File: config.mk
export PLATFORM = sky130hd
export DESIGN_NAME = pmt_timer
export DESIGN_NICKNAME = d
export VERILOG_FILES = /design/src/hw/pmt_pkg.sv /design/src/hw/pmt_prescale.sv /design/src/hw/pmt_postscale.sv /design/src/hw/pmt_timer.sv
export SDC_FILE = /design/constraint.sdc
export NUM_CORES = 1
export LEC_CHECK = 0
export ABC_AREA = 1
export BUFFER_PORTS_ARGS = -buffer_cell sky130_fd_sc_hd__clkbuf_2
export CORE_MARGIN = 3
export CORE_UTILIZATION = 56
export CTS_BUF_LIST = sky130_fd_sc_hd__clkbuf_2
export DETAILED_ROUTE_END_ITERATION = 8
export PLACE_DENSITY = 0.88
export SYNTH_ARGS = -nofsm -noshare
export SYNTH_HDL_FRONTEND = slang
export SYNTH_SLANG_ARGS = --single-unit
File: constraint.sdc
create_clock -name pclk -period 2.2 [get_ports pclk]
set_input_delay 0.44 -clock pclk [delete_from_list [all_inputs] [get_ports pclk]]
set_output_delay 0.44 -clock pclk [all_outputs]
set_load 0.02 [all_outputs]
File: src/hw/pmt_pkg.sv
/*
 * pmt_pkg: constants and types shared by the period match timer files.
 * Assumes an APB slave with 32-bit data and 12-bit byte addresses; each
 * register index is placed at byte address index * 4.
 */
package pmt_pkg;

    // bus geometry
    localparam int ADDR_W = 12;
    localparam int DATA_W = 32;

    // register indices as printed
    localparam logic [7:0] IDX_IRQ_GLOBAL = 8'h0b;
    localparam logic [7:0] IDX_PERIPH_FLAGS = 8'h0c;
    localparam logic [7:0] IDX_COUNT_VALUE = 8'h11;
    localparam logic [7:0] IDX_TIMER_CONTROL = 8'h12;
    localparam logic [7:0] IDX_PERIPH_ENABLES = 8'h8c;
    localparam logic [7:0] IDX_PERIOD_LIMIT = 8'h92;
    localparam logic [7:0] IDX_IRQ_STATUS = 8'h93;
    localparam logic [7:0] IDX_IRQ_MASK = 8'h94;

    // byte addresses, index times four
    localparam logic [11:0] ADDR_IRQ_GLOBAL = {2'h0, IDX_IRQ_GLOBAL, 2'h0};
    localparam logic [11:0] ADDR_PERIPH_FLAGS = {2'h0, IDX_PERIPH_FLAGS, 2'h0};
    localparam logic [11:0] ADDR_COUNT_VALUE = {2'h0, IDX_COUNT_VALUE, 2'h0};
    localparam logic [11:0] ADDR_TIMER_CONTROL = {2'h0, IDX_TIMER_CONTROL, 2'h0};
    localparam logic [11:0] ADDR_PERIPH_ENABLES = {2'h0, IDX_PERIPH_ENABLES, 2'h0};
    localparam logic [11:0] ADDR_PERIOD_LIMIT = {2'h0, IDX_PERIOD_LIMIT, 2'h0};
    localparam logic [11:0] ADDR_IRQ_STATUS = {2'h0, IDX_IRQ_STATUS, 2'h0};
    localparam logic [11:0] ADDR_IRQ_MASK = {2'h0, IDX_IRQ_MASK, 2'h0};

    // field positions
    localparam int GLOBAL_IRQ_ENABLE_BIT = 7;
    localparam int PERIPH_IRQ_GATE_BIT = 6;
    localparam int MATCH_FLAG_BIT = 1;
    localparam int MATCH_IRQ_ENABLE_BIT = 1;
    localparam int STAT_W = 2;
    localparam int STAT_POSTSCALED = 0;
    localparam int STAT_RAW_MATCH = 1;

    // values after reset
    localparam logic [7:0] COUNT_RESET = 8'h00;
    localparam logic [7:0] PERIOD_RESET = 8'hff;
    localparam logic [1:0] STATUS_RESET = 2'h0;
    localparam logic [1:0] MASK_RESET = 2'h3;

    // cycle counts: pclk is the oscillator, the instruction clock is a quarter
    localparam int INSTR_DIV = 4;
    localparam int PRE_DIV_1 = 1;
    localparam int PRE_DIV_4 = 4;
    localparam int PRE_DIV_16 = 16;
    localparam int PRE_CNT_W = 6;
    localparam int POST_CNT_W = 4;

    // timer control layout, bit 7 unimplemented
    typedef struct packed {
        logic unused;
        logic [3:0] postscale_select;
        logic run_enable;
        logic [1:0] prescale_select;
    } pmt_ctrl_s;

    localparam pmt_ctrl_s CTRL_RESET = '{default: 1'b0};

endpackage

File: src/hw/pmt_prescale.sv
/*
 * pmt_prescale: divides pclk down to the instruction clock and then by
 * 1, 4 or 16, giving one tick pulse per timer increment.
 * Assumes the parent gates run and pulses clr on control or count writes.
 */
module pmt_prescale
    import pmt_pkg::*;
(
    // clock and reset
    input wire logic pclk,
    input wire logic presetn,
    // control
    input wire logic clr,
    input wire logic run,
    input wire logic [1:0] sel,
    // output
    output logic tick
);
    logic [PRE_CNT_W-1:0] cnt_q, cnt_d, limit;

    // terminal count, 16x (sel 2 or 3) selects the largest division
    always_comb begin
        unique case (sel)
            2'h0: limit = PRE_CNT_W'(INSTR_DIV * PRE_DIV_1 - 1);
            2'h1: limit = PRE_CNT_W'(INSTR_DIV * PRE_DIV_4 - 1);
            default: limit = PRE_CNT_W'(INSTR_DIV * PRE_DIV_16 - 1);
        endcase
        tick = run & ~clr & (cnt_q >= limit);
        cnt_d = cnt_q;
        if (clr) begin
            cnt_d = '0;
        end else if (tick) begin
            cnt_d = '0;
        end else if (run) begin
            cnt_d = cnt_q + PRE_CNT_W'(1);
        end
    end

    // held while stopped, so no partial count leaks out
    always_ff @(posedge pclk or negedge presetn) begin
        if (!presetn) begin
            cnt_q <= '0;
        end else begin
            cnt_q <= cnt_d;
        end
    end
endmodule

File: src/hw/pmt_postscale.sv
/*
 * pmt_postscale: passes one of every (sel + 1) match pulses.
 * Assumes match pulses last one cycle; clr wins over a pulse.
 */
module pmt_postscale
    import pmt_pkg::*;
(
    // clock and reset
    input wire logic pclk,
    input wire logic presetn,
    // control
    input wire logic clr,
    input wire logic [3:0] sel,
    input wire logic pulse,
    // output
    output logic out
);
    logic [POST_CNT_W-1:0] cnt_q, cnt_d;

    // count pulses, emit on the last one of the group
    always_comb begin
        out = pulse & ~clr & (cnt_q == sel);
        cnt_d = cnt_q;
        if (clr || out) begin
            cnt_d = '0;
        end else if (pulse) begin
            cnt_d = cnt_q + POST_CNT_W'(1);
        end
    end

    always_ff @(posedge pclk or negedge presetn) begin
        if (!presetn) begin
            cnt_q <= '0;
        end else begin
            cnt_q <= cnt_d;
        end
    end
endmodule

File: src/hw/pmt_timer.sv
/*
 * pmt_timer: 8-bit period match timer with prescaler, postscaler,
 * serial port shift tick, flag and interrupt registers, APB slave.
 * Assumes an APB master on pclk; the serial port samples ssp_shift_tick.
 */
// Contract
// - The counter counts up from zero and wraps to zero on the increment after it equals the period.
// - An 8-bit period register, apart from the counter, is readable and writable at any time.
// - Reset loads the period register with all ones.
// - The match pulse, before the postscaler, goes out to the serial port as a shift tick.
// - The counter is clocked by the instruction clock through a 1, 4 or 16 prescaler.
// - Match pulses pass a 1 to 16 postscaler whose output sets the match flag, bit 1 of the flags.
// - Count or control writes and reset clear both scalers; a control write keeps the count.
// - The counter advances only while the run enable bit 2 of the control register is set.
module pmt_timer
    import pmt_pkg::*;
(
    // clock and reset
    input wire logic pclk,
    input wire logic presetn,
    // apb slave
    input wire logic psel,
    input wire logic penable,
    input wire logic pwrite,
    input wire logic [pmt_pkg::ADDR_W-1:0] paddr,
    input wire logic [pmt_pkg::DATA_W-1:0] pwdata,
    output logic [pmt_pkg::DATA_W-1:0] prdata,
    output logic pready,
    output logic pslverr,
    // to serial port and cpu
    output logic ssp_shift_tick,
    output logic irq
);
    pmt_ctrl_s ctrl_q, ctrl_d;
    logic [7:0] count_q, count_d, period_q, period_d;
    logic gie_q, gie_d, peripheral_irq_gate_q, peripheral_irq_gate_d, flag_q, flag_d, ie_q, ie_d;
    logic [STAT_W-1:0] status_q, status_d, mask_q, mask_d, stat_ev;
    logic [DATA_W-1:0] prdata_q, prdata_d;
    logic pready_q, pready_d, pslverr_q, pslverr_d, irq_q, irq_d, ssp_q, ssp_d;
    logic access, done, wr, rd_status, mapped;
    logic [7:0] rdata;
    logic wr_count, wr_ctrl, scale_clr, tick, match, post_tick;

    // apb phases: pready rises one cycle into the access phase
    assign access = psel & penable;
    assign done = access & pready_q;
    assign wr = done & pwrite;
    assign wr_count = wr & (paddr == ADDR_COUNT_VALUE);
    assign wr_ctrl = wr & (paddr == ADDR_TIMER_CONTROL);
    assign rd_status = done & ~pwrite & (paddr == ADDR_IRQ_STATUS);
    assign scale_clr = wr_count | wr_ctrl;

    // scalers
    pmt_prescale u_pre (
        .pclk(pclk),
        .presetn(presetn),
        .clr(scale_clr),
        .run(ctrl_q.run_enable),
        .sel(ctrl_q.prescale_select),
        .tick(tick)
    );

    assign match = tick & (count_q == period_q);

    pmt_postscale u_post (
        .pclk(pclk),
        .presetn(presetn),
        .clr(scale_clr),
        .sel(ctrl_q.postscale_select),
        .pulse(match),
        .out(post_tick)
    );

    // counter: a bus write wins over an increment in the same cycle
    // the write wins so software reads back exactly the value it stored
    always_comb begin
        count_d = count_q;
        if (wr_count) begin
            count_d = pwdata[7:0];
        end else if (tick) begin
            count_d = match ? COUNT_RESET : count_q + 8'h01;
        end
    end

    // read mux, unimplemented bits read zero
    always_comb begin
        mapped = 1'b1;
        rdata = 8'h00;
        unique case (paddr)
            ADDR_IRQ_GLOBAL: begin
                rdata[GLOBAL_IRQ_ENABLE_BIT] = gie_q;
                rdata[PERIPH_IRQ_GATE_BIT] = peripheral_irq_gate_q;
            end
            ADDR_PERIPH_FLAGS: rdata[MATCH_FLAG_BIT] = flag_q;
            ADDR_COUNT_VALUE: rdata = count_q;
            ADDR_TIMER_CONTROL: rdata = {1'b0, ctrl_q[6:0]};
            ADDR_PERIPH_ENABLES: rdata[MATCH_IRQ_ENABLE_BIT] = ie_q;
            ADDR_PERIOD_LIMIT: rdata = period_q;
            ADDR_IRQ_STATUS: rdata = {6'h00, status_q};
            ADDR_IRQ_MASK: rdata = {6'h00, mask_q};
            default: mapped = 1'b0;
        endcase
    end

    // bus answer: data and error captured with pready
    // one fixed wait state gives the read mux a full cycle before the answer
    always_comb begin
        pready_d = access & ~pready_q;
        pslverr_d = access & ~pready_q & ~mapped;
        prdata_d = prdata_q;
        if (access && !pready_q) begin
            prdata_d = {24'h000000, rdata};
        end
    end

    // software registers; hardware set wins over a software clear
    always_comb begin
        ctrl_d = ctrl_q;
        period_d = period_q;
        gie_d = gie_q;
        peripheral_irq_gate_d = peripheral_irq_gate_q;
        ie_d = ie_q;
        flag_d = flag_q;
        mask_d = mask_q;
        if (wr) begin
            unique case (paddr)
                ADDR_IRQ_GLOBAL: begin
                    gie_d = pwdata[GLOBAL_IRQ_ENABLE_BIT];
                    peripheral_irq_gate_d = pwdata[PERIPH_IRQ_GATE_BIT];
                end
                ADDR_PERIPH_FLAGS: flag_d = pwdata[MATCH_FLAG_BIT];
                ADDR_TIMER_CONTROL: ctrl_d = pmt_ctrl_s'({1'b0, pwdata[6:0]});
                ADDR_PERIPH_ENABLES: ie_d = pwdata[MATCH_IRQ_ENABLE_BIT];
                ADDR_PERIOD_LIMIT: period_d = pwdata[7:0];
                ADDR_IRQ_MASK: mask_d = pwdata[STAT_W-1:0];
                default: ;
            endcase
        end
        if (post_tick) begin
            flag_d = 1'b1;
        end
        ssp_d = match;
        irq_d = gie_q & peripheral_irq_gate_q & flag_q & ie_q & (|(status_q & mask_q));
    end

    // sticky status; a read clears only bits it returned, so late events stay
    assign stat_ev[STAT_POSTSCALED] = post_tick;
    assign stat_ev[STAT_RAW_MATCH] = match;
    for (genvar i = 0; i < STAT_W; i++) begin : g_stat
        assign status_d[i] = stat_ev[i] | (status_q[i] & ~(rd_status & prdata_q[i]));
    end

    // all state registers except the gap helper
    always_ff @(posedge pclk or negedge presetn) begin
        if (!presetn) begin
            ctrl_q <= CTRL_RESET;
            count_q <= COUNT_RESET;
            period_q <= PERIOD_RESET;
            gie_q <= 1'b0;
            peripheral_irq_gate_q <= 1'b0;
            ie_q <= 1'b0;
            flag_q <= 1'b0;
            status_q <= STATUS_RESET;
            mask_q <= MASK_RESET;
            prdata_q <= '0;
            pready_q <= 1'b0;
            pslverr_q <= 1'b0;
            irq_q <= 1'b0;
            ssp_q <= 1'b0;
        end else begin
            ctrl_q <= ctrl_d;
            count_q <= count_d;
            period_q <= period_d;
            gie_q <= gie_d;
            peripheral_irq_gate_q <= peripheral_irq_gate_d;
            ie_q <= ie_d;
            flag_q <= flag_d;
            status_q <= status_d;
            mask_q <= mask_d;
            prdata_q <= prdata_d;
            pready_q <= pready_d;
            pslverr_q <= pslverr_d;
            irq_q <= irq_d;
            ssp_q <= ssp_d;
        end
    end

    assign prdata = prdata_q;
    assign pready = pready_q;
    assign pslverr = pslverr_q;
    assign ssp_shift_tick = ssp_q;
    assign irq = irq_q;

    // helper: cycles spent running since the last tick or clear
    logic [PRE_CNT_W:0] gap_q;
    logic seen_q;
    logic [PRE_CNT_W:0] gap_want;
    always_comb begin
        unique case (ctrl_q.prescale_select)
            2'h0: gap_want = (PRE_CNT_W+1)'(INSTR_DIV * PRE_DIV_1 - 1);
            2'h1: gap_want = (PRE_CNT_W+1)'(INSTR_DIV * PRE_DIV_4 - 1);
            default: gap_want = (PRE_CNT_W+1)'(INSTR_DIV * PRE_DIV_16 - 1);
        endcase
    end
    always_ff @(posedge pclk or negedge presetn) begin
        if (!presetn) begin
            gap_q <= '0;
            seen_q <= 1'b0;
        end else if (scale_clr || tick) begin
            gap_q <= '0;
            seen_q <= 1'b1;
        end else if (ctrl_q.run_enable) begin
            gap_q <= gap_q + (PRE_CNT_W+1)'(1);
        end
    end

    wrap_to_zero_a:
    assert property (@(posedge pclk) disable iff (!presetn)
        match && !wr_count |=> count_q == 8'h00)
    else $error("count did not wrap to zero after match");

    count_step_a:
    assert property (@(posedge pclk) disable iff (!presetn)
        tick && !match && !wr_count |=> count_q == $past(count_q) + 8'h01)
    else $error("count did not step by one");

    period_write_a:
    assert property (@(posedge pclk) disable iff (!presetn)
        wr && paddr == ADDR_PERIOD_LIMIT |=> period_q == $past(pwdata[7:0]))
    else $error("period write not stored");

    period_reset_a:
    assert property (@(posedge pclk) !presetn |=> period_q == 8'hff)
    else $error("period not all ones in reset");

    shift_tick_a:
    assert property (@(posedge pclk) disable iff (!presetn)
        match |=> ssp_shift_tick ##1 !ssp_shift_tick || $past(match))
    else $error("shift tick does not follow match");

    prescale_gap_a:
    assert property (@(posedge pclk) disable iff (!presetn)
        tick && seen_q && !$past(scale_clr) |-> gap_q == gap_want)
    else $error("prescaler spacing wrong");

    post_flag_a:
    assert property (@(posedge pclk) disable iff (!presetn)
        post_tick |=> flag_q && status_q[STAT_POSTSCALED])
    else $error("postscaler output did not set flag");

    ctrl_keeps_count_a:
    assert property (@(posedge pclk) disable iff (!presetn)
        wr_ctrl |=> count_q == $past(count_q) && !tick)
    else $error("control write disturbed count or scaler");

    hold_stopped_a:
    assert property (@(posedge pclk) disable iff (!presetn)
        !ctrl_q.run_enable && !wr_count |=> $stable(count_q))
    else $error("count moved while stopped");

    irq_gate_a:
    assert property (@(posedge pclk) disable iff (!presetn)
        irq |-> $past(gie_q) && $past(peripheral_irq_gate_q) && $past(flag_q) && $past(ie_q))
    else $error("interrupt without full gate");

    // bus answer, count write, shift tick, flag and status checks beyond the timer rules
    ready_one_cycle_a:
    assert property (@(posedge pclk) disable iff (!presetn)
        pready |=> !pready)
    else $error("pready stood longer than one cycle");

    error_with_ready_a:
    assert property (@(posedge pclk) disable iff (!presetn)
        pslverr |-> pready)
    else $error("error answer without ready");

    upper_read_zero_a:
    assert property (@(posedge pclk) disable iff (!presetn)
        pready |-> prdata[DATA_W-1:8] == 24'h000000)
    else $error("unused read bits not zero");

    count_write_a:
    assert property (@(posedge pclk) disable iff (!presetn)
        wr_count |=> count_q == $past(pwdata[7:0]) && !tick)
    else $error("count write not stored or scaler not cleared");

    match_on_period_a:
    assert property (@(posedge pclk) disable iff (!presetn)
        ssp_shift_tick |-> $past(count_q) == $past(period_q))
    else $error("shift tick without period match");

    flag_set_wins_a:
    assert property (@(posedge pclk) disable iff (!presetn)
        post_tick && wr && paddr == ADDR_PERIPH_FLAGS |=> flag_q)
    else $error("flag clear beat a postscaler event");

    irq_needs_status_a:
    assert property (@(posedge pclk) disable iff (!presetn)
        irq |-> $past(|(status_q & mask_q)))
    else $error("interrupt without unmasked status");

    status_sticky_a:
    assert property (@(posedge pclk) disable iff (!presetn)
        status_q[STAT_RAW_MATCH] && !rd_status |=> status_q[STAT_RAW_MATCH])
    else $error("status bit lost without a read");
endmodule

After elaboration in Yosys (flattened, before gate mapping) --
Cells that the tools add are included.
Operators by class: add/sub/neg operators 3, magnitude comparators 1, equality and inequality tests 11, mux-type cells 17, bitwise logic cells 32, reduce and logical (&&, ||, !) cells 17
Operators by type and width (number):
- $eq A12 B10 Y1 const B | 4
- $eq A12 B6 Y1 const B | 2
- $eq A12 B7 Y1 const B | 2
- $mux W8 | 3
- $and A1 B1 Y1 | 22
- $mux W6 | 3
- $pmux W4 S3 | 1
- $pmux W6 S2 | 1
- $reduce_and A2 Y1 | 6
- $add A8 B1 Y8 const B | 1
- $eq A8 B8 Y1 | 1
- $mux W4 | 2
- $pmux W2 S4 | 1
- $reduce_bool A2 Y1 | 4
- $reduce_or A8 Y1 | 1
- $pmux W1 S7 | 1
- $add A6 B1 Y6 const B | 1
- $ge A6 B6 Y1 | 1
- $not A1 Y1 | 6
- $pmux W1 S5 | 1
- $add A4 B1 Y4 const B | 1
- $eq A4 B4 Y1 | 1
- $mux W1 | 4
- $or A1 B1 Y1 | 3
- other kinds (8) | 8
Storage, ports and cells: register bits 53, input bits 49, output and inout port bits 36

Logic depth before layout (Yosys ltp) --
word-level depth 13, depth in mapped cells 12, depth with buffers taken out 12

Modules after synthesis --
From an unflattened synthesis, not the netlist that was laid out.
Second synthesis, totals: cells, all modules 508, area total of the unflattened synthesis 3621.0 um^2
Modules (own cells, without submodules):
- pmt_timer | instances 1, cells each 402, area an instance 2889.0 um^2, sequential area each 1088.5 um^2
- pmt_prescale | instances 1, cells each 68, area an instance 465.4 um^2, sequential area each 150.1 um^2
- pmt_postscale | instances 1, cells each 38, area an instance 266.5 um^2, sequential area each 100.1 um^2

Worst setup path after synthesis --
No wires, ideal clock.
path kind register -> register, start register ctrl_q[1] in the netlist's numbering, end register u_post.cnt_q[2], setup time 118 ps, arrival time 1507 ps, data required time 2082 ps, slack 574 ps, cell stages (with the launch flop) 11, buffers on the path 0, clock period less this slack 1626 ps, cells stage by stage dfrtp_1 > inv_1 > ha_1 > nand2_1 > o21a_1 > nand2_2 > nand3_4 > nor2_8 > nor2_8 > nand2_1 > nand2_1
Between the ends: cells in the longest elaborated chain, start to end 9
Ends and longest elaborated chain:
- start: declaration | RTL line pmt_timer.sv:34 | pmt_ctrl_s ctrl_q, ctrl_d;
- start signal: assignment | RTL line pmt_timer.sv:171 | ctrl_q <= ctrl_d;
- $eq A2 B1 Y1 or $logic_not A2 Y1 (tied branches) | RTL line pmt_prescale.sv:23 | unique case (sel)
- $pmux W6 S2 (*) | RTL line pmt_prescale.sv:23
- $ge A6 B6 Y1 (*) | RTL line pmt_prescale.sv:28 | tick = run & ~clr & (cnt_q >= limit);
- $and A1 B1 Y1 (*) | RTL line pmt_prescale.sv:28
- $and A1 B1 Y1 (*) | RTL line pmt_timer.sv:63 | assign match = tick & (count_q == period_q);
- net match | RTL line pmt_timer.sv:42 | logic wr_count, wr_ctrl, scale_clr, tick, match, post_tick;
- $and A1 B1 Y1 (2 in series) | RTL line pmt_postscale.sv:22 | out = pulse & ~clr & (cnt_q == sel);
- $logic_or A1 B1 Y1 | RTL line pmt_postscale.sv:24 | if (clr || out) begin
- $mux W4 or $reduce_bool A2 Y1 (tied branches)
- end signal: assignment | RTL line pmt_postscale.sv:35 | cnt_q <= cnt_d;
- end: declaration | RTL line pmt_postscale.sv:18 | logic [POST_CNT_W-1:0] cnt_q, cnt_d;
Mark *: on every way through the listed nets, which the timed path passes. The rest lies on a longest branch. A chain may end at the register's enable or synchronous reset.

Worst setup path in the final report --
start register ctrl_q[1] in the netlist's numbering, end register status_q[0]
Between the ends: cells in the longest elaborated chain, start to end 8
Ends and longest elaborated chain:
- $eq A2 B1 Y1 or $logic_not A2 Y1 (tied branches) | RTL line pmt_prescale.sv:23
- $pmux W6 S2 (*) | RTL line pmt_prescale.sv:23
- $ge A6 B6 Y1 (*) | RTL line pmt_prescale.sv:28
- $and A1 B1 Y1 (*) | RTL line pmt_prescale.sv:28
- $and A1 B1 Y1 (*) | RTL line pmt_timer.sv:63
- net match | RTL line pmt_timer.sv:42
- $and A1 B1 Y1 (*) (2 in series) | RTL line pmt_postscale.sv:22
- $or A1 B1 Y1 (*) | RTL line pmt_timer.sv:150 | assign status_d[i] = stat_ev[i] | (status_q[i] & ~(rd_status & prdata_q[i]));
- net status_d[0] | RTL line pmt_timer.sv:37 | logic [STAT_W-1:0] status_q, status_d, mask_q, mask_d, stat_ev;
- end signal: assignment | RTL line pmt_timer.sv:178 | status_q <= status_d;
- end: declaration | RTL line pmt_timer.sv:37
Marked as above.

==> results.yml <==
placement:
  hpwl_mm: 5.92
  place_area_sq_mm: 0.00361
  gp_congestion: 0.933
  io_buffer_count: 36
clocking:
  cts-root-buf: "clkbuf_2"
  insertion_delay_ps: 460
  clkSlewWorstSetupHoldPaths_ps: 290
  cts_tree: "done"
  cts_buffers: 5
  ctsResizeCount: 0
  post-cts-setup-buffer-count: 0
  clock-sinks: 53
  cts_hold_buf: 0
  cts_buffer_depth: 2
  ctsHtreeMaxLevel: 2
pwr:
  seqPwrFrac: 0.633
  clkPwrFrac: 0.267
  p_int_w: 0.00110
  p_switching_w: 0.000457
  p_comb_frac: 0.099
  p_sw_frac: 0.293
  finalPower_w: 0.00156
  power_density_mw_per_mm2: 425
  leakage_nw: 1.91
  ir_worst_vdd_v: 0.000268
final_layout:
  multi_input_comb_area_sq_mm: 0.00174
  drive_above_1_share: 0.226
  nNetsFinal: 522
  seqCellArea_sq_mm: 0.00134
  final_cell_area_sq_mm: 0.00366
  syn_to_final_growth_pct: 6.28
  post-route-util: 0.638
  num_antenna_cells: 0
  fillCellCount: 494
detailed_routing:
  drc_errors: 0
  avgRoutedWirePerCell_microns: 14.4
  vias_per_cell: 5.46
  vias: 2952
  ant_nets: 0
  drt_pass1_iterations: 5
  drt_iter0_markers: 332
  drt-total-wl_mm: 7.79
critical_path:
  crit_chain: "inv_1 -> ha_1 -> nand2_1 -> inv_1 -> nand4_1 -> nand2_2 -> nand3_4 -> nor2_8 -> nand3_2 -> nand2_1"
  ff2ff_setup_slack_ps: 290
  crit_slowest_cell: "dfrtp_1"
  cp.buffers_inverters: 2
  setup.worst_path.class: "flip-flop to flip-flop"
  worstPathRequired_ps: 2620
  critPathMaxFanout: 10
  critPathMaxStageDelay_ps: 480
  end_kind: "flip-flop"
  timing.rr.start: "ctrl_q[1]"
  cp_top_family: "simple AND/OR/NAND/NOR gates"
  crit_arrival_ps: 2330
  reg2regPathDepth: 10
  regToRegEndpoint: "status_q[0]"
  critPathLaunchType: "flip-flop"
global_route:
  overflow: 0
  antenna_found_initial: 0
  grt_pass1_vias: 2929
  grt_max_degree: 54
  grt.total_usage: 0.227
  grt_pass1_wl_mm: 13.4
yosys:
  synth_warnings: 0
  syn_avg_cell_area_sq_um: 8.09
  synth.ff_latch_count: 53
  ys_types: 38
  netlist_area_sq_mm: 0.00345
  postSynthCellCount: 426
  ys_seq_area_frac: 0.389
floorplanning:
  die_area_sq_mm: 0.00713
  start_util: 0.600
  die_h_microns: 84.4
  ioPinCount: 85
  rows: 27
  dieWidth_microns: 84.4
  core_area_sq_mm: 0.00574
run:
  maxCapViolCount: 0
sta:
  finClkSkew_ps: 17.0
  fmax_ghz: 0.523
  min_period_over_period: 0.869
  rsz0062_at_grt: "no"
  timing.final.crit_period_ps: 1910
  finalSetupTns_ps: 0
  worst_pin_slew_ps: 670
  finalSetupViolations: 0
  final-hold-violation-count: 0
  max_slew_margin: 0.553
  slew_viol_final: 0
outcome:
  status: "completed"
worst_hold_path:
  hp-class: "input pin to asynchronous set/reset pin"
==> Yosys cell counts (all sizes together) <==
cell type / instances / area [sq um]
nand3b: 2 / 15.0
xnor2: 1 / 8.76
nand2: 110 / 475
inv: 61 / 229
bufinv: 1 / 17.5
or2: 1 / 6.26
conb: 1 / 3.75
o21ai: 34 / 170
dfstp: 10 / 263
o21a: 1 / 7.51
o221ai: 4 / 35.0
dfrtp: 43 / 1080
nand4: 17 / 136
o211ai: 3 / 22.5
a21oi: 7 / 38.8
xor2: 15 / 131
nor3: 6 / 35.0
nor3b: 2 / 15.0
o22ai: 7 / 43.8
nand3: 38 / 225
nor2: 28 / 208
ha: 5 / 62.6
clkinv: 1 / 5.00
buf: 26 / 203
nor4: 2 / 12.5
==> power by group through the flow <==
stage	sequential (W)	clock (W)	combinational (W)
floorplan	0.00101	0	0.000116
global placement	0.00100	0	0.000150
detailed placement	0.00100	0	0.000155
CTS	0.000987	0.000427	0.000155
global route	0.000989	0.000461	0.000172
finish	0.000987	0.000417	0.000154
==> worst max path at each step <==
stage / start / to / slack, ps / depth (start not counted)
6_report: ctrl_q[1] / status_q[0] / 290 / 10
5_1_grt: ctrl_q[1] / u_post.cnt_q[2] / 150 / 10
4_1_cts: ctrl_q[1] / status_q[0] / 310 / 10
3_5_place_dp: paddr[2] / u_post.cnt_q[2] / 310 / 13
3_3_place_gp: paddr[7] / u_post.cnt_q[0] / 370 / 13
2_1_floorplan: ctrl_q[1] / u_post.cnt_q[2] / 570 / 10
==> worst reg2reg max path, stage by stage (launching register included) <==
cell and delay [ps]:
dfrtp_1 480, inv_1 120, ha_1 310, nand2_1 70, inv_1 60, nand4_1 120, nand2_2 110, nand3_4 180
nor2_8 220, nand3_2 130, nand2_1 80
==> stage by stage <==
step	setup WS (ps)	std cells	hold slack [ps]
floorplan	574	449	144
global placement	374	533	462
detailed placement	310	533	473
CTS	314	541	47.1
global route	149	541	72.0
finish	289	541	50.6
==> cells by family (layout without fill, tap and decap cells) <==
logic type,count (synthesis),count (layout),share of synthesized area
simple gates,206,206,0.328
xor+xnor,16,16,0.0407
flops,53,53,0.389
fa+ha+maj,5,5,0.0182
buf+inv,89,109,0.132
other cells,1,24,0.00109
compound gates,56,56,0.0922
==> layout make-up <==
type	instances	area share
Timing Repair Buffer	38	0.0533
Clock inverter	3	0.00615
Tap cell	72	0.0246
Multi-Input combinational cell	307	0.475
Inverter	63	0.0687
Clock buffer	5	0.00683
Sequential cell	53	0.366
==> state kept, by name (all words and copies together) (netlist names) <==
signal and count:
peripheral_irq_gate_q 1, prdata 8, u_post.cnt_q 4, ie_q 1, u_pre.cnt_q 6, ssp_shift_tick 1, gie_q 1, mask_q 2
ctrl_q 7, period_q 8, status_q 2, pslverr 1, count_q 8, flag_q 1, irq 1, pready 1
==> cells in the final DEF (no fill, tap or decap), drive strengths merged, types with 7 or more instances in the layout <==
cell and instances:
clkbuf 41, conb 24, o21ai 34, nand3 38, nand2 110, a21oi 7
nand4 17, xor2 15, inv 61, o22ai 7, dfstp 10, dfrtp 43
nor2 28
==> layer usage <==
layer  vias to the layer above  wire, microns  GRT usage
met3                        16            542     0.0412
met2                       124           3830      0.378
met4                         0            157     0.0748
li1                       1430              -          -
met1                      1382           3260      0.300
met5                         -              0          0
Note: power is estimated with default switching activity, not from simulation.
